--- src/arc_pkg.sv ---
// Constants and types shared by the arc fault stage and its record log
package arc_pkg;

    // ========================================================
    // Sizes
    localparam int ZONES = 4;
    localparam int CHANS = 4;
    localparam int EV_N = 26;          // Monitored status flags
    localparam int LOG_DEPTH = 12;     // Operation records kept
    localparam int REC_W = 112;        // Record width in bits

    // ========================================================
    // Timing: program cycle is one millisecond tick
    localparam int CLK_PERIOD_NS = 10;
    localparam int MS_TIME_NS = 1000000;
    localparam int MS_CYCLES_DEF = MS_TIME_NS / CLK_PERIOD_NS;

    // ========================================================
    // Register byte offsets
    localparam logic [7:0] OFS_CTRL = 8'h00;
    localparam logic [7:0] OFS_ZONE_EN = 8'h04;
    localparam logic [7:0] OFS_LIGHT_EN = 8'h08;
    localparam logic [7:0] OFS_PRES_EN = 8'h0c;
    localparam logic [7:0] OFS_DI_MODE = 8'h10;
    localparam logic [7:0] OFS_CH_CFG = 8'h14;
    localparam logic [7:0] OFS_ON_SEL = 8'h18;
    localparam logic [7:0] OFS_OFF_SEL = 8'h1c;
    localparam logic [7:0] OFS_STATUS = 8'h20;
    localparam logic [7:0] OFS_EVT_CNT = 8'h24;
    localparam logic [7:0] OFS_IRQ_STAT = 8'h28;
    localparam logic [7:0] OFS_IRQ_MASK = 8'h2c;
    localparam logic [7:0] OFS_LOG_SEL = 8'h30;
    localparam logic [7:0] OFS_LOG_TIME = 8'h34;
    localparam logic [7:0] OFS_LOG_INFO = 8'h38;
    localparam logic [7:0] OFS_LOG_IAB = 8'h3c;
    localparam logic [7:0] OFS_LOG_ICN = 8'h40;
    localparam logic [7:0] OFS_TIME_NOW = 8'h44;

    // ========================================================
    // Field positions
    localparam int CTRL_CNT_CLR = 0;
    localparam int MON_PH_BLK = 8;
    localparam int MON_LIGHT = 12;
    localparam int MON_PRES = 16;
    localparam int MON_DI = 20;
    localparam int MON_SFLT = 21;
    localparam int MON_IOFLT = 25;
    localparam int IRQ_TRIP = 0;
    localparam int IRQ_BLOCK = 1;
    localparam int IRQ_CFG = 2;
    localparam int IRQ_LOG = 3;

    // ========================================================
    // Reset values
    localparam logic [31:0] RST_ZERO = 32'h0000_0000;
    localparam logic [25:0] RST_SEL = 26'h3ff_ffff;

    // Digital input mode per zone
    typedef enum logic [1:0] {
        DI_OFF,
        DI_LIGHT_IN,
        DI_CURRENT_IN
    } di_mode_t;

endpackage : arc_pkg

--- src/arc_fault_stage.sv ---
// Arc fault stage: zone trip/block decision, status, events, log
//
// The Avalon-MM register port and the register addresses are this design's own decisions.
`timescale 1ns/10ps
// Operation
// - Block input is sampled once per program cycle and used all cycle.
// - Zone pick-up rising with block inactive sets the zone trip flag.
// - Zone pick-up rising with block active sets only the blocked flag.
// - A live condition word holds trip and blocked per zone.
// - Live sensor status flags cover currents, channels, input, faults.
// - Each flag edge emits an ON or OFF event carrying a time stamp; edges while one is pending merge into it.
// - Events exist in ON and OFF form for every monitored flag.
// - Per-event selections decide which polarities enter the buffer.
// - A cumulative event counter counts events and can be cleared.
// - The last twelve operation records are kept, oldest dropped.
// - A record holds time, event, four currents, sensors and group.
// - Trip, blocked and status outputs go to pins and user logic.
// - Light or pressure trips a zone only where enabled for it.
// - Digital input trips alone in light mode, with a sensor in current mode, never in off mode.
// - Sensor count unlike its configured count flags a fault.
module arc_fault_stage
    import arc_pkg::*;
#(
    parameter int MS_CYCLES = MS_CYCLES_DEF // Clocks per millisecond
) (
    input wire logic clk_i,                  // 100 MHz clock
    input wire logic sys_rst_i,              // Async reset, high
    input wire logic [7:0] avs_address_i,    // Byte address
    input wire logic avs_read_i,             // Read request
    input wire logic avs_write_i,            // Write request
    input wire logic [31:0] avs_writedata_i, // Write data
    output logic [31:0] avs_readdata_o,      // Read data
    output logic avs_waitrequest_o,          // Stall
    input wire logic block_i,                // From blocking matrix
    input wire logic ph_blk_i,               // Phase current blocked
    input wire logic ph_start_i,             // Phase current start
    input wire logic res_blk_i,              // Residual blocked
    input wire logic res_start_i,            // Residual start
    input wire logic [3:0] light_pin_i,      // Channel light pins
    input wire logic [3:0] pres_pin_i,       // Channel pressure pins
    input wire logic di_pin_i,               // Digital input pin
    input wire logic io_fault_pin_i,         // I/O unit fault pin
    input wire logic [11:0] det_count_i,     // Sensors seen, 3b/chan
    input wire logic [15:0] cur_a_i,         // Phase A current
    input wire logic [15:0] cur_b_i,         // Phase B current
    input wire logic [15:0] cur_c_i,         // Phase C current
    input wire logic [15:0] cur_n_i,         // Residual current
    input wire logic [2:0] sg_i,             // Setting group in use
    output logic [3:0] zone_trip_o,          // Zone trip flags
    output logic [3:0] zone_blocked_o,       // Zone blocked flags
    output logic [EV_N-1:0] status_o,        // Condition and sensors
    output logic evt_valid_o,                // Event generated
    output logic evt_store_o,                // Event goes to buffer
    output logic [4:0] evt_code_o,           // Flag index
    output logic evt_on_o,                   // ON=1, OFF=0
    output logic [31:0] evt_stamp_o,         // Millisecond stamp
    output logic irq_o                       // Level interrupt
);

    // ========================================================
    // Zone pick-up from enables and sensed conditions
    function automatic logic zone_pickup(
        input logic [3:0] len, input logic [3:0] pen,
        input logic [3:0] lit, input logic [3:0] prs,
        input logic phe, input logic rse, input logic di,
        input logic [1:0] mode, input logic ph, input logic rs);
        logic hit;
        logic cur_ok;
        logic dih;
        hit = |(len & lit) | |(pen & prs);
        cur_ok = !(phe | rse) | (phe & ph) | (rse & rs);
        dih = (mode == DI_LIGHT_IN) & di;
        // Current-in mode: a sensor alone is not enough, DI must agree
        return cur_ok & ((mode == DI_CURRENT_IN) ? (di & hit) : (hit | dih));
    endfunction : zone_pickup

    logic [9:0] sync1_q;
    logic [9:0] sync2_q;
    logic [16:0] ms_cnt_q;
    logic tick_q;
    logic [31:0] time_q;
    logic blk_q;
    logic [3:0] pick_prev_q;
    logic [3:0] trip_q;
    logic [3:0] blkd_q;
    logic [EV_N-1:0] mon_prev_q;
    logic [EV_N-1:0] pend_q;
    logic [31:0] evt_cnt_q;
    logic [11:0] zone_en_q;
    logic [15:0] light_en_q;
    logic [15:0] pres_en_q;
    logic [7:0] di_mode_q;
    logic [11:0] ch_cfg_q;
    logic [EV_N-1:0] on_sel_q;
    logic [EV_N-1:0] off_sel_q;
    logic [3:0] irq_stat_q;
    logic [3:0] irq_mask_q;
    logic [3:0] log_idx_q;
    logic ack_q;
    logic [31:0] rdata_q;

    // ========================================================
    // Pins cross in through two flops before use
    always_ff @(posedge clk_i or posedge sys_rst_i) begin
        if (sys_rst_i) begin
            sync1_q <= 10'h000;
            sync2_q <= 10'h000;
        end else begin
            sync1_q <= {io_fault_pin_i, di_pin_i, pres_pin_i,
                        light_pin_i};
            sync2_q <= sync1_q;
        end
    end

    logic [3:0] light_w;
    logic [3:0] pres_w;
    logic di_w;
    logic io_flt_w;
    assign light_w = sync2_q[3:0];
    assign pres_w = sync2_q[7:4];
    assign di_w = sync2_q[8];
    assign io_flt_w = sync2_q[9];

    // ========================================================
    // Millisecond tick starts each program cycle
    always_ff @(posedge clk_i or posedge sys_rst_i) begin
        if (sys_rst_i) begin
            ms_cnt_q <= 17'h00000;
            tick_q <= 1'b0;
            time_q <= RST_ZERO;
        end else begin
            tick_q <= (ms_cnt_q == 17'(MS_CYCLES - 2)); // Period MS_CYCLES
            ms_cnt_q <= tick_q ? 17'h00000 : ms_cnt_q + 17'h00001;
            if (tick_q)
                time_q <= time_q + 32'h0000_0001;
        end
    end

    // ========================================================
    // Zone pick-up, gated by zone enable
    logic [3:0] pick_w;
    logic [3:0] rise_w;
    for (genvar z = 0; z < ZONES; z++) begin : g_zone
        assign pick_w[z] = zone_en_q[z] & zone_pickup(
            light_en_q[4*z +: 4], pres_en_q[4*z +: 4], light_w,
            pres_w, zone_en_q[4+z], zone_en_q[8+z], di_w,
            di_mode_q[2*z +: 2], ph_start_i, res_start_i);
    end
    assign rise_w = pick_w & ~pick_prev_q;

    // Decisions run only on the cycle tick, using the block sampled one tick earlier
    always_ff @(posedge clk_i or posedge sys_rst_i) begin
        if (sys_rst_i) begin
            blk_q <= 1'b0;
            pick_prev_q <= 4'h0;
            trip_q <= 4'h0;
            blkd_q <= 4'h0;
        end else if (tick_q) begin
            blk_q <= block_i;
            pick_prev_q <= pick_w;
            trip_q <= (trip_q | (blk_q ? 4'h0 : rise_w))
                      & pick_w;
            blkd_q <= (blkd_q | (blk_q ? rise_w : 4'h0))
                      & pick_w;
        end
    end

    // ========================================================
    // Live status: condition word and sensor flags
    logic [3:0] sflt_w;
    logic [7:0] cond_w;
    logic [EV_N-1:0] mon_w;
    for (genvar c = 0; c < CHANS; c++) begin : g_chan
        assign sflt_w[c] = det_count_i[3*c +: 3]
                           != ch_cfg_q[3*c +: 3];
        assign cond_w[2*c +: 2] = {blkd_q[c], trip_q[c]};
    end
    assign mon_w = {io_flt_w, sflt_w, di_w, pres_w, light_w,
                    res_start_i, res_blk_i, ph_start_i, ph_blk_i,
                    cond_w};
    assign status_o = mon_w;
    assign zone_trip_o = trip_q;
    assign zone_blocked_o = blkd_q;

    // ========================================================
    // Event queue: one flag edge is issued per clock, lowest first.
    // A flag that toggles twice before issue reports its final level.
    logic [EV_N-1:0] chg_w;
    logic [EV_N-1:0] grant_w;
    logic [4:0] gidx_w;
    logic gval_w;
    assign chg_w = mon_w ^ mon_prev_q;
    assign grant_w = pend_q & (~pend_q + 26'h000_0001);
    assign gval_w = |pend_q;
    always_comb begin
        gidx_w = 5'h00;
        for (int i = EV_N - 1; i >= 0; i--) begin
            if (pend_q[i])
                gidx_w = 5'(i);
        end
    end

    logic cnt_clr_w;
    logic g_on_w;
    logic trip_on_w;
    assign g_on_w = mon_prev_q[gidx_w];
    assign trip_on_w = gval_w & g_on_w & (gidx_w < 5'd8)
                       & ~gidx_w[0];

    // New changes are ORed after the grant clear, so none is lost
    always_ff @(posedge clk_i or posedge sys_rst_i) begin
        if (sys_rst_i) begin
            mon_prev_q <= '0;
            pend_q <= '0;
            evt_valid_o <= 1'b0;
            evt_store_o <= 1'b0;
            evt_code_o <= 5'h00;
            evt_on_o <= 1'b0;
            evt_stamp_o <= RST_ZERO;
        end else begin
            mon_prev_q <= mon_w;
            pend_q <= (pend_q & ~grant_w) | chg_w;
            evt_valid_o <= gval_w;
            evt_store_o <= gval_w & (g_on_w ? on_sel_q[gidx_w]
                                     : off_sel_q[gidx_w]);
            evt_code_o <= gidx_w;
            evt_on_o <= g_on_w;
            evt_stamp_o <= time_q;
        end
    end

    // Counter clear loses to nothing: a clear resets to zero
    always_ff @(posedge clk_i or posedge sys_rst_i) begin
        if (sys_rst_i)
            evt_cnt_q <= RST_ZERO;
        else if (cnt_clr_w)
            evt_cnt_q <= RST_ZERO;
        else if (evt_valid_o)
            evt_cnt_q <= evt_cnt_q + 32'h0000_0001;
    end

    // ========================================================
    // Operation log: one record per zone trip ON
    logic [REC_W-1:0] rec_w;
    logic [REC_W-1:0] rd_rec_w;
    logic [3:0] log_cnt_w;
    // Records come only from ON events, so no polarity bit is kept
    assign rec_w = {cur_n_i, cur_c_i, cur_b_i, cur_a_i, sg_i,
                    pres_w, light_w, gidx_w, time_q};

    arc_event_log u_log (
        .clk_i(clk_i),
        .sys_rst_i(sys_rst_i),
        .wr_i(trip_on_w),
        .rec_i(rec_w),
        .rd_idx_i(log_idx_q),
        .rd_rec_o(rd_rec_w),
        .count_o(log_cnt_w)
    );

    // ========================================================
    // Avalon slave: one wait state, then the answer
    logic acc_w;
    logic wr_w;
    logic [3:0] irq_ev_w;
    assign acc_w = avs_read_i | avs_write_i;
    assign avs_waitrequest_o = acc_w & ~ack_q;
    assign avs_readdata_o = rdata_q;
    assign wr_w = avs_write_i & ack_q;
    assign cnt_clr_w = wr_w & (avs_address_i == OFS_CTRL)
                       & avs_writedata_i[CTRL_CNT_CLR];
    assign irq_ev_w = {trip_on_w, |(sflt_w & ~mon_prev_q[24:21]),
                       |(rise_w & {4{tick_q & blk_q}}),
                       |(rise_w & {4{tick_q & ~blk_q}})};
    assign irq_o = |(irq_stat_q & irq_mask_q);

    logic [31:0] rd_mux_w;
    always_comb begin
        case (avs_address_i)
            OFS_ZONE_EN: rd_mux_w = {20'h00000, zone_en_q};
            OFS_LIGHT_EN: rd_mux_w = {16'h0000, light_en_q};
            OFS_PRES_EN: rd_mux_w = {16'h0000, pres_en_q};
            OFS_DI_MODE: rd_mux_w = {24'h000000, di_mode_q};
            OFS_CH_CFG: rd_mux_w = {20'h00000, ch_cfg_q};
            OFS_ON_SEL: rd_mux_w = {6'h00, on_sel_q};
            OFS_OFF_SEL: rd_mux_w = {6'h00, off_sel_q};
            OFS_STATUS: rd_mux_w = {6'h00, mon_w};
            OFS_EVT_CNT: rd_mux_w = evt_cnt_q;
            OFS_IRQ_STAT: rd_mux_w = {28'h0000000, irq_stat_q};
            OFS_IRQ_MASK: rd_mux_w = {28'h0000000, irq_mask_q};
            OFS_LOG_SEL: rd_mux_w = {24'h000000, log_cnt_w, log_idx_q};
            OFS_LOG_TIME: rd_mux_w = rd_rec_w[31:0];
            OFS_LOG_INFO: rd_mux_w = {16'h0000, rd_rec_w[47:32]};
            OFS_LOG_IAB: rd_mux_w = rd_rec_w[79:48];
            OFS_LOG_ICN: rd_mux_w = rd_rec_w[111:80];
            OFS_TIME_NOW: rd_mux_w = time_q;
            default: rd_mux_w = RST_ZERO;
        endcase
    end

    always_ff @(posedge clk_i or posedge sys_rst_i) begin
        if (sys_rst_i) begin
            ack_q <= 1'b0;
            rdata_q <= RST_ZERO;
        end else begin
            ack_q <= acc_w & ~ack_q;
            if (avs_read_i & ~ack_q)
                rdata_q <= rd_mux_w;
        end
    end

    // Configuration writes land on the acknowledging edge
    always_ff @(posedge clk_i or posedge sys_rst_i) begin
        if (sys_rst_i) begin
            zone_en_q <= 12'h000;
            light_en_q <= 16'h0000;
            pres_en_q <= 16'h0000;
            di_mode_q <= 8'h00;
            ch_cfg_q <= 12'h000;
            on_sel_q <= RST_SEL;
            off_sel_q <= RST_SEL;
            irq_mask_q <= 4'h0;
            log_idx_q <= 4'h0;
        end else if (wr_w) begin
            case (avs_address_i)
                OFS_ZONE_EN: zone_en_q <= avs_writedata_i[11:0];
                OFS_LIGHT_EN: light_en_q <= avs_writedata_i[15:0];
                OFS_PRES_EN: pres_en_q <= avs_writedata_i[15:0];
                OFS_DI_MODE: di_mode_q <= avs_writedata_i[7:0];
                OFS_CH_CFG: ch_cfg_q <= avs_writedata_i[11:0];
                OFS_ON_SEL: on_sel_q <= avs_writedata_i[25:0];
                OFS_OFF_SEL: off_sel_q <= avs_writedata_i[25:0];
                OFS_IRQ_MASK: irq_mask_q <= avs_writedata_i[3:0];
                OFS_LOG_SEL: log_idx_q <= avs_writedata_i[3:0];
                default: ;
            endcase
        end
    end

    // Sticky status: a new event in the clear cycle stays set
    logic [3:0] w1c_w;
    assign w1c_w = (wr_w && avs_address_i == OFS_IRQ_STAT)
                   ? avs_writedata_i[3:0] : 4'h0;
    always_ff @(posedge clk_i or posedge sys_rst_i) begin
        if (sys_rst_i)
            irq_stat_q <= 4'h0;
        else
            irq_stat_q <= (irq_stat_q & ~w1c_w) | irq_ev_w;
    end

    // ========================================================
    // Checks
    a_block_sample: assert property (
        @(posedge clk_i) disable iff (sys_rst_i)
        tick_q |=> blk_q == $past(block_i))
        else $error("block not sampled at cycle start");
    a_trip_on_rise: assert property (
        @(posedge clk_i) disable iff (sys_rst_i)
        tick_q && !blk_q && |rise_w |=> (trip_q & $past(rise_w))
            == $past(rise_w) && !(|(blkd_q & $past(rise_w))))
        else $error("unblocked pick-up did not trip");
    a_blocked_no_trip: assert property (
        @(posedge clk_i) disable iff (sys_rst_i)
        tick_q && blk_q && |rise_w |=> (blkd_q & $past(rise_w))
            == $past(rise_w) && !(|(trip_q & $past(rise_w))))
        else $error("blocked pick-up tripped");
    a_flag_release: assert property (
        @(posedge clk_i) disable iff (sys_rst_i)
        tick_q |=> ((trip_q | blkd_q) & ~$past(pick_w)) == 4'h0)
        else $error("flag held after pick-up cleared");
    a_event_issue: assert property (
        @(posedge clk_i) disable iff (sys_rst_i)
        gval_w |=> evt_valid_o && evt_code_o == $past(gidx_w)
            && evt_stamp_o == $past(time_q))
        else $error("pending change not issued");
    a_store_select: assert property (
        @(posedge clk_i) disable iff (sys_rst_i)
        evt_valid_o && $stable(on_sel_q) && $stable(off_sel_q) |->
            evt_store_o == (evt_on_o
            ? on_sel_q[evt_code_o] : off_sel_q[evt_code_o]))
        else $error("store flag ignores selection");
    a_count_step: assert property (
        @(posedge clk_i) disable iff (sys_rst_i)
        evt_valid_o && !cnt_clr_w |=>
            evt_cnt_q == $past(evt_cnt_q) + 32'h0000_0001)
        else $error("event counter did not step");
    a_bus_answer: assert property (
        @(posedge clk_i) disable iff (sys_rst_i)
        acc_w && !ack_q |=> !avs_waitrequest_o)
        else $error("bus answer late");
    c_trip: cover property (@(posedge clk_i) tick_q && !blk_q && |rise_w);
    c_block: cover property (@(posedge clk_i) tick_q && blk_q && |rise_w);
    c_log_full: cover property (@(posedge clk_i)
        trip_on_w && log_cnt_w == 4'(LOG_DEPTH));

endmodule : arc_fault_stage

--- src/arc_event_log.sv ---
// Rolling log of the latest operation records
`timescale 1ns/10ps
module arc_event_log
    import arc_pkg::*;
(
    input wire logic clk_i,                 // System clock
    input wire logic sys_rst_i,             // Async reset, high
    input wire logic wr_i,                  // Store one record
    input wire logic [REC_W-1:0] rec_i,     // Record to store
    input wire logic [3:0] rd_idx_i,        // 0 selects newest
    output logic [REC_W-1:0] rd_rec_o,      // Selected record
    output logic [3:0] count_o              // Records held
);

    logic [REC_W-1:0] mem_q [LOG_DEPTH];
    logic [3:0] wp_q;
    logic [3:0] cnt_q;
    logic [4:0] back_w;
    logic [3:0] rd_addr_w;

    // ========================================================
    // Newest-first read address, wrapping below zero
    assign back_w = {1'b0, wp_q} + 5'(LOG_DEPTH) - 5'd1
                    - {1'b0, rd_idx_i};
    assign rd_addr_w = (back_w >= 5'(LOG_DEPTH))
                       ? 4'(back_w - 5'(LOG_DEPTH)) : back_w[3:0];
    assign count_o = cnt_q;

    // Pointer wraps, so oldest record is overwritten when full
    always_ff @(posedge clk_i or posedge sys_rst_i) begin
        if (sys_rst_i) begin
            wp_q <= 4'h0;
            cnt_q <= 4'h0;
        end else if (wr_i) begin
            wp_q <= (wp_q == 4'(LOG_DEPTH - 1)) ? 4'h0 : wp_q + 4'h1;
            if (cnt_q != 4'(LOG_DEPTH))
                cnt_q <= cnt_q + 4'h1;
        end
    end

    // Storage has no reset; unwritten slots are never shown
    always_ff @(posedge clk_i) begin
        if (wr_i)
            mem_q[wp_q] <= rec_i;
        rd_rec_o <= (rd_idx_i < cnt_q) ? mem_q[rd_addr_w] : '0;
    end

    a_log_full_hold: assert property (
        @(posedge clk_i) disable iff (sys_rst_i)
        wr_i && cnt_q == 4'(LOG_DEPTH) |=> cnt_q == 4'(LOG_DEPTH))
        else $error("log count left full state");

endmodule : arc_event_log

--- config.mk ---
export PLATFORM = sky130hd
export DESIGN_NAME = arc_fault_stage
export DESIGN_NICKNAME = d
export VERILOG_FILES = /design/src/arc_pkg.sv /design/src/arc_fault_stage.sv /design/src/arc_event_log.sv
export SDC_FILE = /design/constraint.sdc
export NUM_CORES = 2
export LEC_CHECK = 0
export BUFFER_PORTS_ARGS = -buffer_cell sky130_fd_sc_hd__buf_2
export CAP_MARGIN = 20
export CORE_ASPECT_RATIO = 0.9
export CORE_MARGIN = 1
export CORE_UTILIZATION = 60
export DETAILED_ROUTE_END_ITERATION = 7
export GPL_TIMING_DRIVEN = 0
export PLACE_DENSITY = 0.77
export SLEW_MARGIN = 30
export SYNTH_ARGS = -nofsm -noshare
export SYNTH_HDL_FRONTEND = slang
export SYNTH_HIERARCHICAL = 1
export SYNTH_SLANG_ARGS = --single-unit
export TNS_END_PERCENT = 30
--- constraint.sdc ---
create_clock -name clk_i -period 16.9 [get_ports clk_i]
set_input_delay 3.38 -clock clk_i [delete_from_list [all_inputs] [get_ports clk_i]]
set_output_delay 3.38 -clock clk_i [all_outputs]
set_load 0.02 [all_outputs]
==> results_tabular.tex <==
\begin{tabular}{lr}
\hline
Metric & Value \\
\hline
\multicolumn{2}{l}{\textbf{STA}} \\
\quad Sum of negative setup slack & 0 ps \\
\quad Max-slew violations & 0 \\
\quad Transition time at the pin with the least slew margin & 1120 ps \\
\quad RSZ-0062 raised after global routing & false \\
\quad Number of endpoints failing setup at the final stage & 0 \\
\quad Max\_slew headroom & 25.1\% \\
\quad Final Cycle Share & 49.0\% \\
\quad Hold Violations, Final & 0 \\
\quad Shortest clock period the worst path allows after layout & 8290 ps \\
\quad Fmax & 121 MHz \\
\quad Clock Skews & 41.7 ps \\
\multicolumn{2}{l}{\textbf{Outcome}} \\
\quad Violations in the final reports & DRC \\
\quad Outcome & complete, but fails checks \\
\multicolumn{2}{l}{\textbf{Setup path}} \\
\quad Endpoint of the worst register-to-register path & u\_log/mem\_q[3][91] \\
\quad Worst Setup Start Kind & input pin \\
\quad Cells traversed along the worst timing path & buf\_2 > xnor2\_1 > nand3\_1 > buf\_2 \\
\quad Longest individual stage delay on the worst path & 770 ps \\
\quad Slowest library cell on the worst path & sky130\_fd\_sc\_hd\_\_nand3\_1 \\
\quad Type of the worst setup path & input pin to output port \\
\quad Most frequent CP cell & sky130\_fd\_sc\_hd\_\_buf\_2 \\
\quad Reg-to-reg startpoint & pend\_q[9] \\
\quad Data required time of the worst path & 13520 ps \\
\quad Critical Path End Type & output port \\
\quad Setup slack on the worst flop-to-flop path & 10460 ps \\
\quad Largest fanout of any net on the critical path & 6 \\
\quad Arrival @ worst endpoint & 4910 ps \\
\quad Reg2Reg Depth & 24 \\
\multicolumn{2}{l}{\textbf{Placement}} \\
\quad Count of port buffers added during placement & 236 \\
\quad Final HPWL from detailed placement & 142 mm \\
\quad Placed instance count & 5905 \\
\quad Final Wtd Congestion & 1.02 \\
\multicolumn{2}{l}{\textbf{Yosys}} \\
\quad Sequential-to-total area share from yosys stat & 72.1\% \\
\quad Fraction of synthesis flops using an asynchronous set or reset pin & 20.5\% \\
\quad Count of yosys warnings during synthesis & 6 \\
\quad Post-synth EDFFs & 1344 \\
\quad Number of nets in the synthesized netlist & 4183 \\
\quad Mapped Avg Cell Area & 18.0 um\^{}2 \\
\quad Most used DFF post-synth & sky130\_fd\_sc\_hd\_\_edfxtp\_1 \\
\quad Cell area after technology mapping & 72200 um\^{}2 \\
\quad Count of cell types in the netlist & 85 \\
\quad Synthesized instance count & 4019 \\
\quad Register bit count reported by yosys & 1832 \\
\multicolumn{2}{l}{\textbf{CTS}} \\
\quad Clk\_lat worst skew & 830 ps \\
\quad Clock tree from TritonCTS & built \\
\quad Number of CTS-inserted buffers & 176 \\
\quad Hold buffers post-CTS & 0 \\
\quad CTS root buf & sky130\_fd\_sc\_hd\_\_clkbuf\_16 \\
\quad Clock Tree Buf Depth & 3 \\
\quad H-Tree Level Count & 4 \\
\quad Number of gates given a new drive strength after cts & 0 \\
\quad Post-CTS repair timing setup buffer count & 0 \\
\quad Clock-pin slew reported for the worst setup and hold paths after clock tree synthesis & 60 ps \\
\quad Clock net sink count & 1832 \\
\multicolumn{2}{l}{\textbf{Min path}} \\
\quad Worst hold path type & register to register \\
\quad Worst hold endpoint & sync2\_q[2] \\
\quad Startpoint of the most critical hold path & sync1\_q[2] \\
\quad Worst hold stages & 0 \\
\multicolumn{2}{l}{\textbf{Floorplan}} \\
\quad Overall die area & 122000 um\^{}2 \\
\quad Cell Rows & 120 \\
\quad Total I/O pin count & 246 \\
\quad Horizontal die dimension & 368 um \\
\quad Placeable core region & 119000 um\^{}2 \\
\quad Height of the die & 331 um \\
\quad Initial standard-cell utilization of the core & 60.6\% \\
\multicolumn{2}{l}{\textbf{Power and ir drop}} \\
\quad Cell leakage power & 28.3 nW \\
\quad Worst vdd rail ir drop & 0.107 mV \\
\quad Total power density per cell area & 113 nW/um\^{}2 \\
\multicolumn{2}{l}{\textbf{Route}} \\
\quad DRT Pass-1 Iters & 8 \\
\quad Number of DRC markers in iteration 0 & 6132 \\
\quad Total vias in the final route & 43100 \\
\quad \# DRC & 1 \\
\quad Average detailed-routed wire length per instance & 34.6 um \\
\quad Via-per-instance ratio & 6.90 \\
\quad Count of antenna-violating nets left after detailed routing & 0 \\
\quad Total wire length after detailed routing & 216 mm \\
\multicolumn{2}{l}{\textbf{Global route}} \\
\quad Antenna violations before repair & 43 \\
\quad Remaining Overflow, GRT & 0 \\
\quad Global-route wire length before repair & 303 mm \\
\quad GRT Total Usage & 35.6\% \\
\quad Via count of the first global-routing pass & 41500 \\
\quad Largest net degree at the start of global routing & 73 \\
\multicolumn{2}{l}{\textbf{Run}} \\
\quad Number of maximum-capacitance constraint violations & 0 \\
\multicolumn{2}{l}{\textbf{Final layout}} \\
\quad Layout overhead on the synthesized area & 14.5\% \\
\quad Post-Layout Cell Count & 6255 \\
\quad Fillcell total & 7452 \\
\quad NumNets Final & 4664 \\
\quad Fraction of final layout cells with drive strength greater than 1 & 30.4\% \\
\hline
\end{tabular}
==> power by group <==
part	switching, mW	internal [mW]	leakage [nW]
clock	1.71	2.36	2.91
combinational	0.219	0.112	8.44
sequential	0.0579	4.85	17.0
total	1.99	7.32	28.3
==> worst max-delay path, delay by kind of cell <==
kind	cells	cell delay [ps]
xor+xnor	1	170
buf+inv	2	580
simple gates	1	770
==> cells in the final DEF, fill, tap and decap left out, types with 52 or more instances in the layout <==
master / netlist / final
sky130_fd_sc_hd__dfstp_2: 52 / 52
sky130_fd_sc_hd__dfrtp_1: 324 / 317
sky130_fd_sc_hd__nor3_1: 131 / 128
sky130_fd_sc_hd__nand3_1: 61 / 61
sky130_fd_sc_hd__nor4_2: 91 / 93
sky130_fd_sc_hd__a21oi_2: 54 / 54
sky130_fd_sc_hd__a22oi_1: 118 / 118
sky130_fd_sc_hd__mux4_2: 338 / 338
sky130_fd_sc_hd__dfxtp_1: 112 / 112
sky130_fd_sc_hd__clkbuf_16: 0 / 179
sky130_fd_sc_hd__edfxtp_1: 1344 / 1344
sky130_fd_sc_hd__buf_2: 84 / 324
sky130_fd_sc_hd__nand2_1: 128 / 128
sky130_fd_sc_hd__xnor2_1: 67 / 67
sky130_fd_sc_hd__a21oi_1: 209 / 209
sky130_fd_sc_hd__clkbuf_1: 113 / 153
sky130_fd_sc_hd__mux2_2: 127 / 127
sky130_fd_sc_hd__nor2_1: 109 / 108
==> layout make-up <==
class | instances | area [um^2] | area share [%]
antenna | 19 | 47.5 | 0.0575
buffer | 242 | 1230 | 1.49
clock buffer | 237 | 4840 | 5.85
clock inverter | 91 | 1130 | 1.36
inverter | 51 | 206 | 0.250
multi-input combinational | 1894 | 18800 | 22.7
sequential | 1832 | 52100 | 63.0
tap | 1586 | 1980 | 2.40
timing repair buffer | 303 | 2390 | 2.88
==> flip-flops by register name, indices dropped and copies added, names as in the netlist, 17 cells and up <==
name / cells
avs_readdata_o: 32
pend_q: 26
evt_stamp_o: 32
on_sel_q: 26
u_log/rd_rec_o: 112
off_sel_q: 26
evt_cnt_q: 32
u_log/mem_q: 1344
ms_cnt_q: 17
mon_prev_q: 26
time_q: 32
==> per-stage QoR <==
stage	instance area (um^2)	power (mW)	setup slack, ps	util, %	hold slack (ps)
2_1_floorplan	72200	5.16	3390	-	331
3_3_place_gp	75400	5.31	-3180	63.3	331
3_5_place_dp	76700	5.32	8790	64.3	335
4_1_cts	82600	9.33	8770	69.3	352
5_1_grt	82700	9.51	8710	69.4	359
6_report	82700	9.31	8610	69.4	350
==> synthesized netlist by cell type (84+ instances only) <==
master	number	area (um^2)
sky130_fd_sc_hd__edfxtp_1	1344	40400
sky130_fd_sc_hd__buf_2	84	420
sky130_fd_sc_hd__dfxtp_1	112	2240
sky130_fd_sc_hd__nor4_2	91	1140
sky130_fd_sc_hd__clkbuf_1	113	424
sky130_fd_sc_hd__a22oi_1	118	886
sky130_fd_sc_hd__nand2_1	128	480
sky130_fd_sc_hd__mux4_2	338	7610
sky130_fd_sc_hd__mux2_2	127	1430
sky130_fd_sc_hd__a21oi_1	209	1050
sky130_fd_sc_hd__nor2_1	109	409
sky130_fd_sc_hd__nor3_1	131	656
sky130_fd_sc_hd__dfrtp_1	324	8110
==> logic make-up after synthesis <==
group / count (synthesis) / share of synthesized area (%)
buf+inv: 293 / 1.97
compound gates: 580 / 5.52
flops: 1832 / 72.1
fa+ha+maj: 26 / 0.461
xor+xnor: 102 / 1.24
mux: 503 / 13.0
simple gates: 683 / 5.68
==> metal layers <==
layer  GRT usage, %  up-vias  wire length (um)
li1               -    17100                 -
met1           49.3    22300             80600
met2           53.3     3127             97900
met3           11.0      543             28100
met4           14.9       46              9370
met5              0        -               395
==> how the worst max path moves through the flow <==
stage / cells after the start / end / slack [ps] / start
3_3_place_gp: 15 / u_log/mem_q[3][89] / -3180 / pend_q[9]
2_1_floorplan: 1 / ack_q / 3390 / sys_rst_i
5_1_grt: 4 / status_o[21] / 8710 / det_count_i[1]
4_1_cts: 4 / status_o[21] / 8770 / det_count_i[1]
6_report: 4 / status_o[21] / 8610 / det_count_i[1]
3_5_place_dp: 4 / status_o[21] / 8790 / det_count_i[1]
Power figures use the tool's default switching activity.
